<file path="src/rtl/qdl_params.svh">
/*
  Constants of the quad DAC serial loader: frame layout, register
  offsets, field positions and reset values.
  Assumes inclusion by bare name from the package and the main module.
*/
`ifndef QDL_PARAMS_SVH
`define QDL_PARAMS_SVH

// ----------------------------------------------------------------
// Serial frame
// ----------------------------------------------------------------
`define QDL_FRAME_BITS     16
`define QDL_CNT_W          5
`define QDL_CODE_W         12
`define QDL_CHAN_HI        15
`define QDL_CHAN_LO        14
`define QDL_GAIN_BIT       13
`define QDL_BUF_BIT        12
`define QDL_CODE_HI        11

// ----------------------------------------------------------------
// APB register map (byte addresses)
// ----------------------------------------------------------------
`define QDL_ADDR_W         8
`define QDL_OFF_CTRL       8'h00
`define QDL_OFF_STAT       8'h04
`define QDL_OFF_CH0        8'h10
`define QDL_OFF_CH3        8'h1c

// ----------------------------------------------------------------
// Fields and reset values
// ----------------------------------------------------------------
`define QDL_CTRL_RES_LSB   0
`define QDL_CTRL_RST       2'h0
`define QDL_CH_DAC_LSB     16
`define QDL_CH_PEND_BIT    31
`define QDL_STAT_ARMED_BIT 8
`define QDL_STAT_CHAIN_BIT 9
`define QDL_STAT_FRAMES_LSB 16
`define QDL_ENTRY_RST      14'h0000

`endif

</file>
<file path="src/rtl/qdl_pkg.sv">
/*
  Types of the quad DAC serial loader.
  Assumes the constants header sits beside it in rtl/.
*/
`include "qdl_params.svh"

package qdl_pkg;

  // One channel entry: gain, reference buffering, code
  typedef struct packed {
    logic                    gain;
    logic                    buf_ref;
    logic [`QDL_CODE_W-1:0]  code;
  } qdl_entry_t;

  typedef logic [`QDL_CODE_W-1:0] qdl_code_t;

  // Frame sequencer, one-hot
  typedef enum logic [2:0] {
    QDL_ST_IDLE  = 3'b001,
    QDL_ST_SHIFT = 3'b010,
    QDL_ST_HOLD  = 3'b100
  } qdl_state_t;

  // Converter resolution variant
  typedef enum logic [1:0] {
    QDL_RES_12 = 2'h0,
    QDL_RES_10 = 2'h1,
    QDL_RES_8  = 2'h2
  } qdl_res_t;

endpackage : qdl_pkg

</file>
<file path="src/rtl/qdl_sync.sv">
/*
  Two-stage synchroniser for a group of slow level inputs.
  Assumes each input is a level held for several pclk periods.
*/
`timescale 1ns/10ps

module qdl_sync
  import qdl_pkg::*;
#(
  parameter int WIDTH = 1
)(
  // Clock and reset
  input  wire logic             pclk,
  input  wire logic             presetn,
  // Levels
  input  wire logic [WIDTH-1:0] async_in,
  input  wire logic [WIDTH-1:0] rst_val,
  output logic      [WIDTH-1:0] sync_out
);

  logic [WIDTH-1:0] meta_q;

  // Reset to zero; rst_val inverts chosen bits on the way in, so the
  // user inverts them back and reset still takes only constants
  always_ff @(posedge pclk or negedge presetn)
  begin
    if (!presetn)
    begin
      meta_q   <= '0;
      sync_out <= '0;
    end
    else
    begin
      meta_q   <= async_in ^ rst_val;
      sync_out <= meta_q;
    end
  end

endmodule : qdl_sync

</file>
<file path="src/rtl/qdl_loader.sv">
/*
  Digital core of a quad voltage-output DAC: 3-wire serial loader,
  input and DAC registers per channel, daisy-chain output and an APB
  slave for resolution setting and readback.
  Assumes sclk, sync_n, din and the strobes come from pins outside the
  pclk domain and are slow against pclk (several samples per level).
*/
// Design decisions made here: the register addresses and register access over APB.
// What this block does
// - Frames fill a 16-bit shift register MSB first on the serial clock.
// - Word bits 15:14 pick channel A, B, C or D.
// - Bit 13 sets the channel gain: one or two times reference.
// - Bit 12 sets the channel reference buffered or unbuffered.
// - Resolution variant keeps 12, 10 or 8 code bits.
// - Codes are straight binary and pass unchanged to the outputs.
// - Frame strobe high blocks all serial data.
// - After strobe falls, one bit shifts per falling clock, 16 pulses.
// - Stand-alone mode ignores clocks after the 16th until re-framed.
// - A complete frame loads the addressed input register.
// - Strobe rising before the 16th edge aborts with no update.
// - Load strobe high holds every DAC register.
// - Load strobe low updates DAC registers after each complete write.
// - A DAC register reloads only when its input register changed.
// - Clear input zeroes input and DAC registers at once.
// - Chain mode keeps shifting; bits past 16 leave on serial out.
// - Serial out changes on rising clock, valid at next falling edge.
// - Power-up: normal, unbuffered, gain one, all registers zero.
`timescale 1ns/10ps

`include "qdl_params.svh"

module qdl_loader
  import qdl_pkg::*;
(
  // Clock and reset
  input  wire logic                    pclk,
  input  wire logic                    presetn,
  // APB slave
  input  wire logic                    psel,
  input  wire logic                    penable,
  input  wire logic                    pwrite,
  input  wire logic [`QDL_ADDR_W-1:0]  paddr,
  input  wire logic [31:0]             pwdata,
  output logic      [31:0]             prdata,
  output logic                         pready,
  output logic                         pslverr,
  // Serial link pins
  input  wire logic                    sclk,
  input  wire logic                    sync_n,
  input  wire logic                    din,
  output logic                         serial_out,
  // Control pins
  input  wire logic                    chain_enable,
  input  wire logic                    load_outputs_n,
  input  wire logic                    async_clear_n,
  // Converter side
  output qdl_code_t [3:0]              dac_code,
  output logic      [3:0]              dac_gain,
  output logic      [3:0]              dac_buf_ref
);

  // ----------------------------------------------------------------
  // Pin synchronisers
  // ----------------------------------------------------------------
  logic [4:0] pins_s;
  logic       sclk_s;
  logic       sync_n_s;
  logic       din_s;
  logic       chain_s;
  logic       load_n_s;

  // Active-low and idle-high pins are inverted in the chain so that
  // they read as high from reset onward
  qdl_sync #(.WIDTH(5)) u_sync (
    .pclk     (pclk),
    .presetn  (presetn),
    .async_in ({sclk, sync_n, din, chain_enable, load_outputs_n}),
    .rst_val  (5'h19),
    .sync_out (pins_s)
  );

  assign sclk_s   = pins_s[4] ^ 1'b1;
  assign sync_n_s = pins_s[3] ^ 1'b1;
  assign din_s    = pins_s[2];
  assign chain_s  = pins_s[1];
  assign load_n_s = pins_s[0] ^ 1'b1;

  // Clear acts without the clock on the code registers only
  logic clr_rst_n;
  assign clr_rst_n = presetn & async_clear_n;

  // ----------------------------------------------------------------
  // Edge detection
  // ----------------------------------------------------------------
  logic sclk_prev_q;
  logic sync_prev_q;
  logic sclk_fall;
  logic sclk_rise;
  logic sync_fall;
  logic sync_rise;

  always_ff @(posedge pclk or negedge presetn)
  begin
    if (!presetn)
    begin
      sclk_prev_q <= 1'b1;
      sync_prev_q <= 1'b1;
    end
    else
    begin
      sclk_prev_q <= sclk_s;
      sync_prev_q <= sync_n_s;
    end
  end

  assign sclk_fall = sclk_prev_q & ~sclk_s;
  assign sclk_rise = ~sclk_prev_q & sclk_s;
  assign sync_fall = sync_prev_q & ~sync_n_s;
  assign sync_rise = ~sync_prev_q & sync_n_s;

  // ----------------------------------------------------------------
  // Frame sequencer and shift register
  // ----------------------------------------------------------------
  qdl_state_t                     state_q;
  qdl_state_t                     state_d;
  logic [`QDL_FRAME_BITS-1:0]     shift_q;
  logic [`QDL_CNT_W-1:0]          count_q;
  logic                           full_cnt;
  logic                           take_bit;
  logic                           commit;

  assign full_cnt = (count_q == `QDL_CNT_W'(`QDL_FRAME_BITS));

  // A bit is taken only inside a frame; in chain mode the count no
  // longer gates the clock
  assign take_bit = (state_q == QDL_ST_SHIFT) & sclk_fall
                  & ~sync_n_s & (chain_s | ~full_cnt);

  // Stand-alone commits on the 16th edge; chain waits for the strobe
  always_comb
  begin
    commit = 1'b0;
    if (state_q == QDL_ST_SHIFT)
    begin
      if (!chain_s && take_bit
          && count_q == `QDL_CNT_W'(`QDL_FRAME_BITS - 1))
        commit = 1'b1;
      else if (chain_s && sync_rise && full_cnt)
        commit = 1'b1;
    end
  end

  always_comb
  begin
    state_d = state_q;
    unique case (state_q)
      QDL_ST_IDLE:
        if (sync_fall)
          state_d = QDL_ST_SHIFT;
      QDL_ST_SHIFT:
        if (sync_rise)
          state_d = QDL_ST_IDLE;
        else if (!chain_s && commit)
          state_d = QDL_ST_HOLD;
      QDL_ST_HOLD:
        if (sync_rise)
          state_d = QDL_ST_IDLE;
      default:
        state_d = QDL_ST_IDLE;
    endcase
  end

  always_ff @(posedge pclk or negedge presetn)
  begin
    if (!presetn)
      state_q <= QDL_ST_IDLE;
    else
      state_q <= state_d;
  end

  always_ff @(posedge pclk or negedge presetn)
  begin
    if (!presetn)
    begin
      shift_q <= '0;
      count_q <= '0;
    end
    else if (sync_fall)
      count_q <= '0;
    else if (take_bit)
    begin
      shift_q <= {shift_q[`QDL_FRAME_BITS-2:0], din_s};
      if (!full_cnt)
        count_q <= count_q + `QDL_CNT_W'(1);
    end
  end

  // Next bit out is the MSB, which leaves at the coming falling edge
  always_ff @(posedge pclk or negedge presetn)
  begin
    if (!presetn)
      serial_out <= 1'b0;
    else if (sclk_rise)
      serial_out <= shift_q[`QDL_FRAME_BITS-1];
  end

  // ----------------------------------------------------------------
  // Resolution
  // ----------------------------------------------------------------
  qdl_res_t res_q;

  // Dropped low bits read as zero so the code keeps its 12-bit weight
  function automatic qdl_code_t mask_code(qdl_code_t c, qdl_res_t r);
    qdl_code_t m;
    m = '1;
    unique case (r)
      QDL_RES_10: m = 12'hffc;
      QDL_RES_8:  m = 12'hff0;
      default:    m = 12'hfff;
    endcase
    return c & m;
  endfunction : mask_code

  // ----------------------------------------------------------------
  // Input and DAC registers
  // ----------------------------------------------------------------
  qdl_entry_t [3:0] in_q;
  qdl_entry_t [3:0] dac_q;
  logic       [3:0] pend_q;
  qdl_entry_t       new_entry;
  logic       [1:0] chan;
  logic       [3:0] upd;

  assign chan = shift_q[`QDL_CHAN_HI:`QDL_CHAN_LO];

  always_comb
  begin
    new_entry.gain    = shift_q[`QDL_GAIN_BIT];
    new_entry.buf_ref = shift_q[`QDL_BUF_BIT];
    new_entry.code    = mask_code(shift_q[`QDL_CODE_HI:0], res_q);
  end

  // Commit looks at the shift register after the last bit landed:
  // in stand-alone mode that bit lands in the same cycle, so fold it in
  qdl_entry_t       load_entry;
  logic       [1:0] load_chan;

  always_comb
  begin
    load_entry = new_entry;
    load_chan  = chan;
    if (!chain_s)
    begin
      load_entry.gain    = shift_q[`QDL_GAIN_BIT-1];
      load_entry.buf_ref = shift_q[`QDL_BUF_BIT-1];
      load_entry.code    = mask_code({shift_q[`QDL_CODE_HI-1:0], din_s},
                                     res_q);
      load_chan          = shift_q[`QDL_CHAN_HI-1:`QDL_CHAN_LO-1];
    end
  end

  // Load strobe low passes only channels whose input moved
  assign upd = pend_q & {4{~load_n_s}};

  always_ff @(posedge pclk or negedge clr_rst_n)
  begin
    if (!clr_rst_n)
    begin
      in_q   <= {4{`QDL_ENTRY_RST}};
      pend_q <= '0;
    end
    else
    begin
      for (int i = 0; i < 4; i++)
      begin
        // A commit in the update cycle keeps the flag set
        if (commit && load_chan == 2'(i))
        begin
          in_q[i]   <= load_entry;
          pend_q[i] <= 1'b1;
        end
        else if (upd[i])
          pend_q[i] <= 1'b0;
      end
    end
  end

  always_ff @(posedge pclk or negedge clr_rst_n)
  begin
    if (!clr_rst_n)
      dac_q <= {4{`QDL_ENTRY_RST}};
    else
    begin
      for (int i = 0; i < 4; i++)
      begin
        if (upd[i])
          dac_q[i] <= in_q[i];
      end
    end
  end

  // Codes leave as straight binary, no remapping
  always_comb
  begin
    for (int i = 0; i < 4; i++)
    begin
      dac_code[i]    = dac_q[i].code;
      dac_gain[i]    = dac_q[i].gain;
      dac_buf_ref[i] = dac_q[i].buf_ref;
    end
  end

  // ----------------------------------------------------------------
  // Frame counter for status
  // ----------------------------------------------------------------
  logic [15:0] frames_q;

  always_ff @(posedge pclk or negedge presetn)
  begin
    if (!presetn)
      frames_q <= '0;
    else if (commit)
      frames_q <= frames_q + 16'h0001;
  end

  // ----------------------------------------------------------------
  // APB slave
  // ----------------------------------------------------------------
  // One wait state: read data is registered before pready rises
  logic        ack_q;
  logic        bad_q;
  logic [31:0] rdata_q;
  logic        acc;
  logic        done;

  function automatic logic is_mapped(logic [`QDL_ADDR_W-1:0] a);
    return (a == `QDL_OFF_CTRL) || (a == `QDL_OFF_STAT)
        || (a >= `QDL_OFF_CH0 && a <= `QDL_OFF_CH3 && a[1:0] == 2'h0);
  endfunction : is_mapped

  function automatic logic [31:0] read_word(logic [`QDL_ADDR_W-1:0] a);
    logic [31:0] w;
    logic [1:0]  c;
    w = '0;
    c = a[3:2];
    if (a == `QDL_OFF_CTRL)
      w[`QDL_CTRL_RES_LSB +: 2] = res_q;
    else if (a == `QDL_OFF_STAT)
    begin
      w[2:0]                         = state_q;
      w[7:3]                         = count_q;
      w[`QDL_STAT_ARMED_BIT]         = ~sync_n_s;
      w[`QDL_STAT_CHAIN_BIT]         = chain_s;
      w[`QDL_STAT_FRAMES_LSB +: 16]  = frames_q;
    end
    else if (is_mapped(a))
    begin
      w[13:0]                    = in_q[c];
      w[`QDL_CH_DAC_LSB +: 14]   = dac_q[c];
      w[`QDL_CH_PEND_BIT]        = pend_q[c];
    end
    return w;
  endfunction : read_word

  assign acc  = psel & penable;
  assign done = acc & ack_q;

  always_ff @(posedge pclk or negedge presetn)
  begin
    if (!presetn)
    begin
      ack_q   <= 1'b0;
      bad_q   <= 1'b0;
      rdata_q <= '0;
    end
    else
    begin
      ack_q <= acc & ~ack_q;
      bad_q <= acc & ~ack_q & ~is_mapped(paddr);
      if (acc && !ack_q && !pwrite)
        rdata_q <= read_word(paddr);
    end
  end

  always_ff @(posedge pclk or negedge presetn)
  begin
    if (!presetn)
      res_q <= qdl_res_t'(`QDL_CTRL_RST);
    else if (done && pwrite && paddr == `QDL_OFF_CTRL)
      res_q <= qdl_res_t'(pwdata[`QDL_CTRL_RES_LSB +: 2]);
  end

  assign pready  = ack_q;
  assign pslverr = ack_q & bad_q;
  assign prdata  = rdata_q;

endmodule : qdl_loader

</file>
<file path="config.mk">
export PLATFORM = sky130hd
export DESIGN_NAME = qdl_loader
export DESIGN_NICKNAME = d
export VERILOG_FILES = /design/src/rtl/qdl_pkg.sv /design/src/rtl/qdl_sync.sv /design/src/rtl/qdl_loader.sv
export VERILOG_INCLUDE_DIRS = /design/src /design/src/rtl
export SDC_FILE = /design/constraint.sdc
export NUM_CORES = 1
export LEC_CHECK = 0
export BUFFER_PORTS_ARGS = -buffer_cell sky130_fd_sc_hd__clkbuf_2
export CORE_MARGIN = 8
export CORE_UTILIZATION = 55
export DETAILED_ROUTE_END_ITERATION = 6
export GPL_TIMING_DRIVEN = 0
export PLACE_DENSITY = 0.78
export REMOVE_ABC_BUFFERS = 1
export SLEW_MARGIN = 20
export SYNTH_ARGS = -nofsm -noshare
export SYNTH_HDL_FRONTEND = slang
export SYNTH_HIERARCHICAL = 1
export SYNTH_SLANG_ARGS = --single-unit
</file>
<file path="constraint.sdc">
create_clock -name pclk -period 5.8 [get_ports pclk]
set_input_delay 1.45 -clock pclk [delete_from_list [all_inputs] [get_ports pclk]]
set_output_delay 1.45 -clock pclk [all_outputs]
set_load 0.01 [all_outputs]
</file>
==> metrics.md <==
| Metric | Value |
|---|---|
| Max Clock Freq | 288 MHz |
| RSZ-0062 raised after global routing | false |
| Total iterations of the first detailed-routing run | 6 |
| Critical path required time | 6.17 ns |
| Max_cap viols | 0 |
| Total gr overflow | 0 |
| Netlist Area Pre-Place | roughly 9000 µm² |
| Cell accounting for the most synthesized area | dfrtp_1 |
| Slew @ Worst Pin | approximately 1.2 ns |
| Htree depth | 1 |
| Fillcell total | around 1200 |
| Mapped Avg Cell Area | roughly 14 µm² |
| Endpoints failing setup | 0 |
| Fin util | 64.0% |
| Die Span Y | 145 µm |
| Clock Latency Late Sink | just under 0.5 ns |
| Static leakage | between 0.005 and 0.006 µW |
| Crit share post-route | 60.0% |
| Site Rows | 47 |
| Hold WS | ~0.35 ns |
| Drt via density | slightly below 6 |
| Nets | approximately 810 |
| Cells after synthesis | 650 |
| Root Buffer | clkbuf_16 |
| Synthesized flop and latch total | slightly above 200 |
| Core Footprint | between 15000 and 20000 µm² |
| Pin count of the biggest net entering global routing | 89 |
| Resize count post-CTS | 0 |
| Ports | 142 |
| Number of global-route vias before repair | roughly 6300 |
| CP top delay family | compound AO/OA/AOI/OAI gates |
| WL/cell | 22.2 µm |
| CTS tree | done |
| Top post-synthesis cells by count | dfrtp_1, mux2_2, nand2_1, inv_1, mux4_2 |
| Gr usage total | between 20% and 30% |
| Crit-path cells | nor3b_1 > nand3_2 > a211oi_4 > mux2_2 |
| Port Buf Inserts | ~110 |
| Power, Total | roughly 2800 µW |
| Startpoint types | flop |
| Starting Density | between 50% and 60% |
| Max FO, Critical Path | 23 |
| Post-synth EDFFs | 0 |
| Via Count | between 5000 and 6000 |
| Worst min path class | reg -> reg |
| Routed wire length | about 22000 µm |
| Buffers and inverters on the worst path | 0 |
| CTS clk-pin slew, worst paths | approximately 0.060 ns |
| Routability Congestion | between 0.8 and 0.9 |
| CTS Buf Count | 21 |
| Initial antenna violation count | 0 |
| Hold Vio Cnt, Final | 0 |
| Number of synthesis warnings | 6 |
| Max IR drop VDD | ~0.23 mV |
| Ranking of synthesized cells by area | dfrtp_1, mux2_2, mux4_2 |
| Share of the synthesized area in the top cell type | 54.4% |
| DRC viols | 0 |
| Postcts setup bufs | 0 |
| Critical Path AT | ~3.9 ns |
| Clock Skews | roughly 0.0088 ns |
| Dpl ws | 1.70 ns |
| Max-slew violations | 0 |
| First-pass GRT wire length | approximately 35000 µm |
| ANT nets after route | 0 |
| Share of flip-flops with an asynchronous set or reset | 100% |
| Netlist cell types | 60 |
| # clock sinks | about 200 |
| Final worst-path setup slack | 2.32 ns |
| CP Class | reg -> reg |
| # hold bufs at CTS | 0 |
| Die width | between 100 and 150 µm |
| Top FF cell, synth | dfrtp_1 |
| N_diodes | 0 |
| Crit-path max cell delay | between 1 and 1.5 ns |
| Max clock buf depth | 3 |
| Critical Path End Type | flop |
| Die footprint | ~21000 µm² |
| Sequential area share after synthesis | 55.3% |
| Power per Cell Area | approximately 260 nW/µm² |
| Slowest cell on crit path | a211oi_4 |
| Detailed-placement wirelength estimate | 14800 µm |
| Share of layout cells above drive strength 1 | about 40% |
| Final Critical Period | between 3 and 4 ns |
| Area delta synth->final | 14.7% |
| DRC violation total after the first TritonRoute iteration | 416 |
| Rel. slew slack | approximately 23% |
| Cell with the most instances after synthesis | dfrtp_1 |
| Run status | complete, no violations |
[sequential cells by signal, indices dropped and copies added, names as in the netlist, 2 cells and up]
signal,cells
prdata,30
frames_q,16
count_q,5
dac_code,48
u_sync/sync_out,5
in_q,56
u_sync/meta_q,5
pend_q,4
dac_gain,4
state_q,3
dac_buf_ref,4
res_q,2
shift_q,16
[kinds of logic after synthesis]
logic type / synth area share (%)
flip-flops: 55.3
multiplexers: 25.1
AND/OR/NAND/NOR: 6.21
AO/OA/AOI/OAI: 6.80
buffers and inverters: 3.50
XOR/XNOR: 2.29
adder cells (fa/ha/maj): 0.680
other: 0.0817
[path summary, 6_finish.rpt]
| check | slack (ns) | endpoint | depth (start not counted) | start |
|---|---|---|---|---|
| worst max-delay path | 2.32 | in_q[11] | 4 | u_sync/sync_out[1] |
| worst min-delay path | 0.35 | u_sync/sync_out[0] | 0 | u_sync/meta_q[0] |
| worst max register to register | 2.32 | in_q[11] | 4 | u_sync/sync_out[1] |
| worst min register to register | 0.35 | u_sync/sync_out[0] | 0 | u_sync/meta_q[0] |
| max in group asynchronous | 3.56 | dac_code[16] | 3 | presetn |
| min in group asynchronous | 0.99 | dac_code[32] | 2 | async_clear_n |
[per-stage QoR]
stage               setup TNS, ns  instances  cell area, µm²
floorplan                       0        619            9010
global placement          -265.40        948            9840
detailed placement              0        953            9930
CTS                             0        988           10500
global route                    0        989           10500
finish                          0        989           10500
[where the power goes]
group / leakage (µW) / switching [µW] / internal (µW)
combinational: 0.00221 / 72.2 / 38.4
sequential: 0.00278 / 20.6 / 1430
clock: 0.000289 / 520 / 695
total: 0.00529 / 613 / 2170
[area by class of cell]
cell class                      count  area [µm²]  area share [%]
Tap cell                          220         275            2.61
Multi-Input combinational cell    383        3820            36.3
Sequential cell                   203        5080            48.2
Clock inverter                      2        12.5           0.119
Timing Repair Buffer              115         633            6.00
Clock buffer                       33         591            5.60
Inverter                           33         124            1.17
[metal layers]
layer	track usage (%)	up-vias	wire [µm]
met1	27.0	3074	9220
met3	3.98	39	1260
met5	0	-	0
li1	-	2595	-
met4	6.61	0	455
met2	34.7	172	11000
[placed cells by master (no fill, tap or decap), types with 4 or more instances in the layout]
master / instances
nand3_1: 10
and3_1: 5
clkbuf_16: 21
mux2_1: 16
xnor2_1: 9
mux2_4: 7
nor2_1: 13
nor3_1: 4
a22o_1: 5
nand2_1: 35
mux2i_1: 18
xor2_1: 15
conb_1: 7
a21oi_1: 6
mux2_2: 106
o21ai_0: 22
a21o_1: 4
ha_1: 5
inv_1: 33
o2111ai_1: 5
clkbuf_1: 10
dfrtp_1: 200
and4_1: 4
a222oi_1: 15
mux4_2: 29
clkbuf_2: 107
[worst register-to-register path: stages (launching register included)]
cell      delay, ns
dfrtp_1        1.02
nor3b_1        0.38
nand3_2        0.42
a211oi_4       1.11
mux2_2         0.43
(Power assumes the default switching activity.)
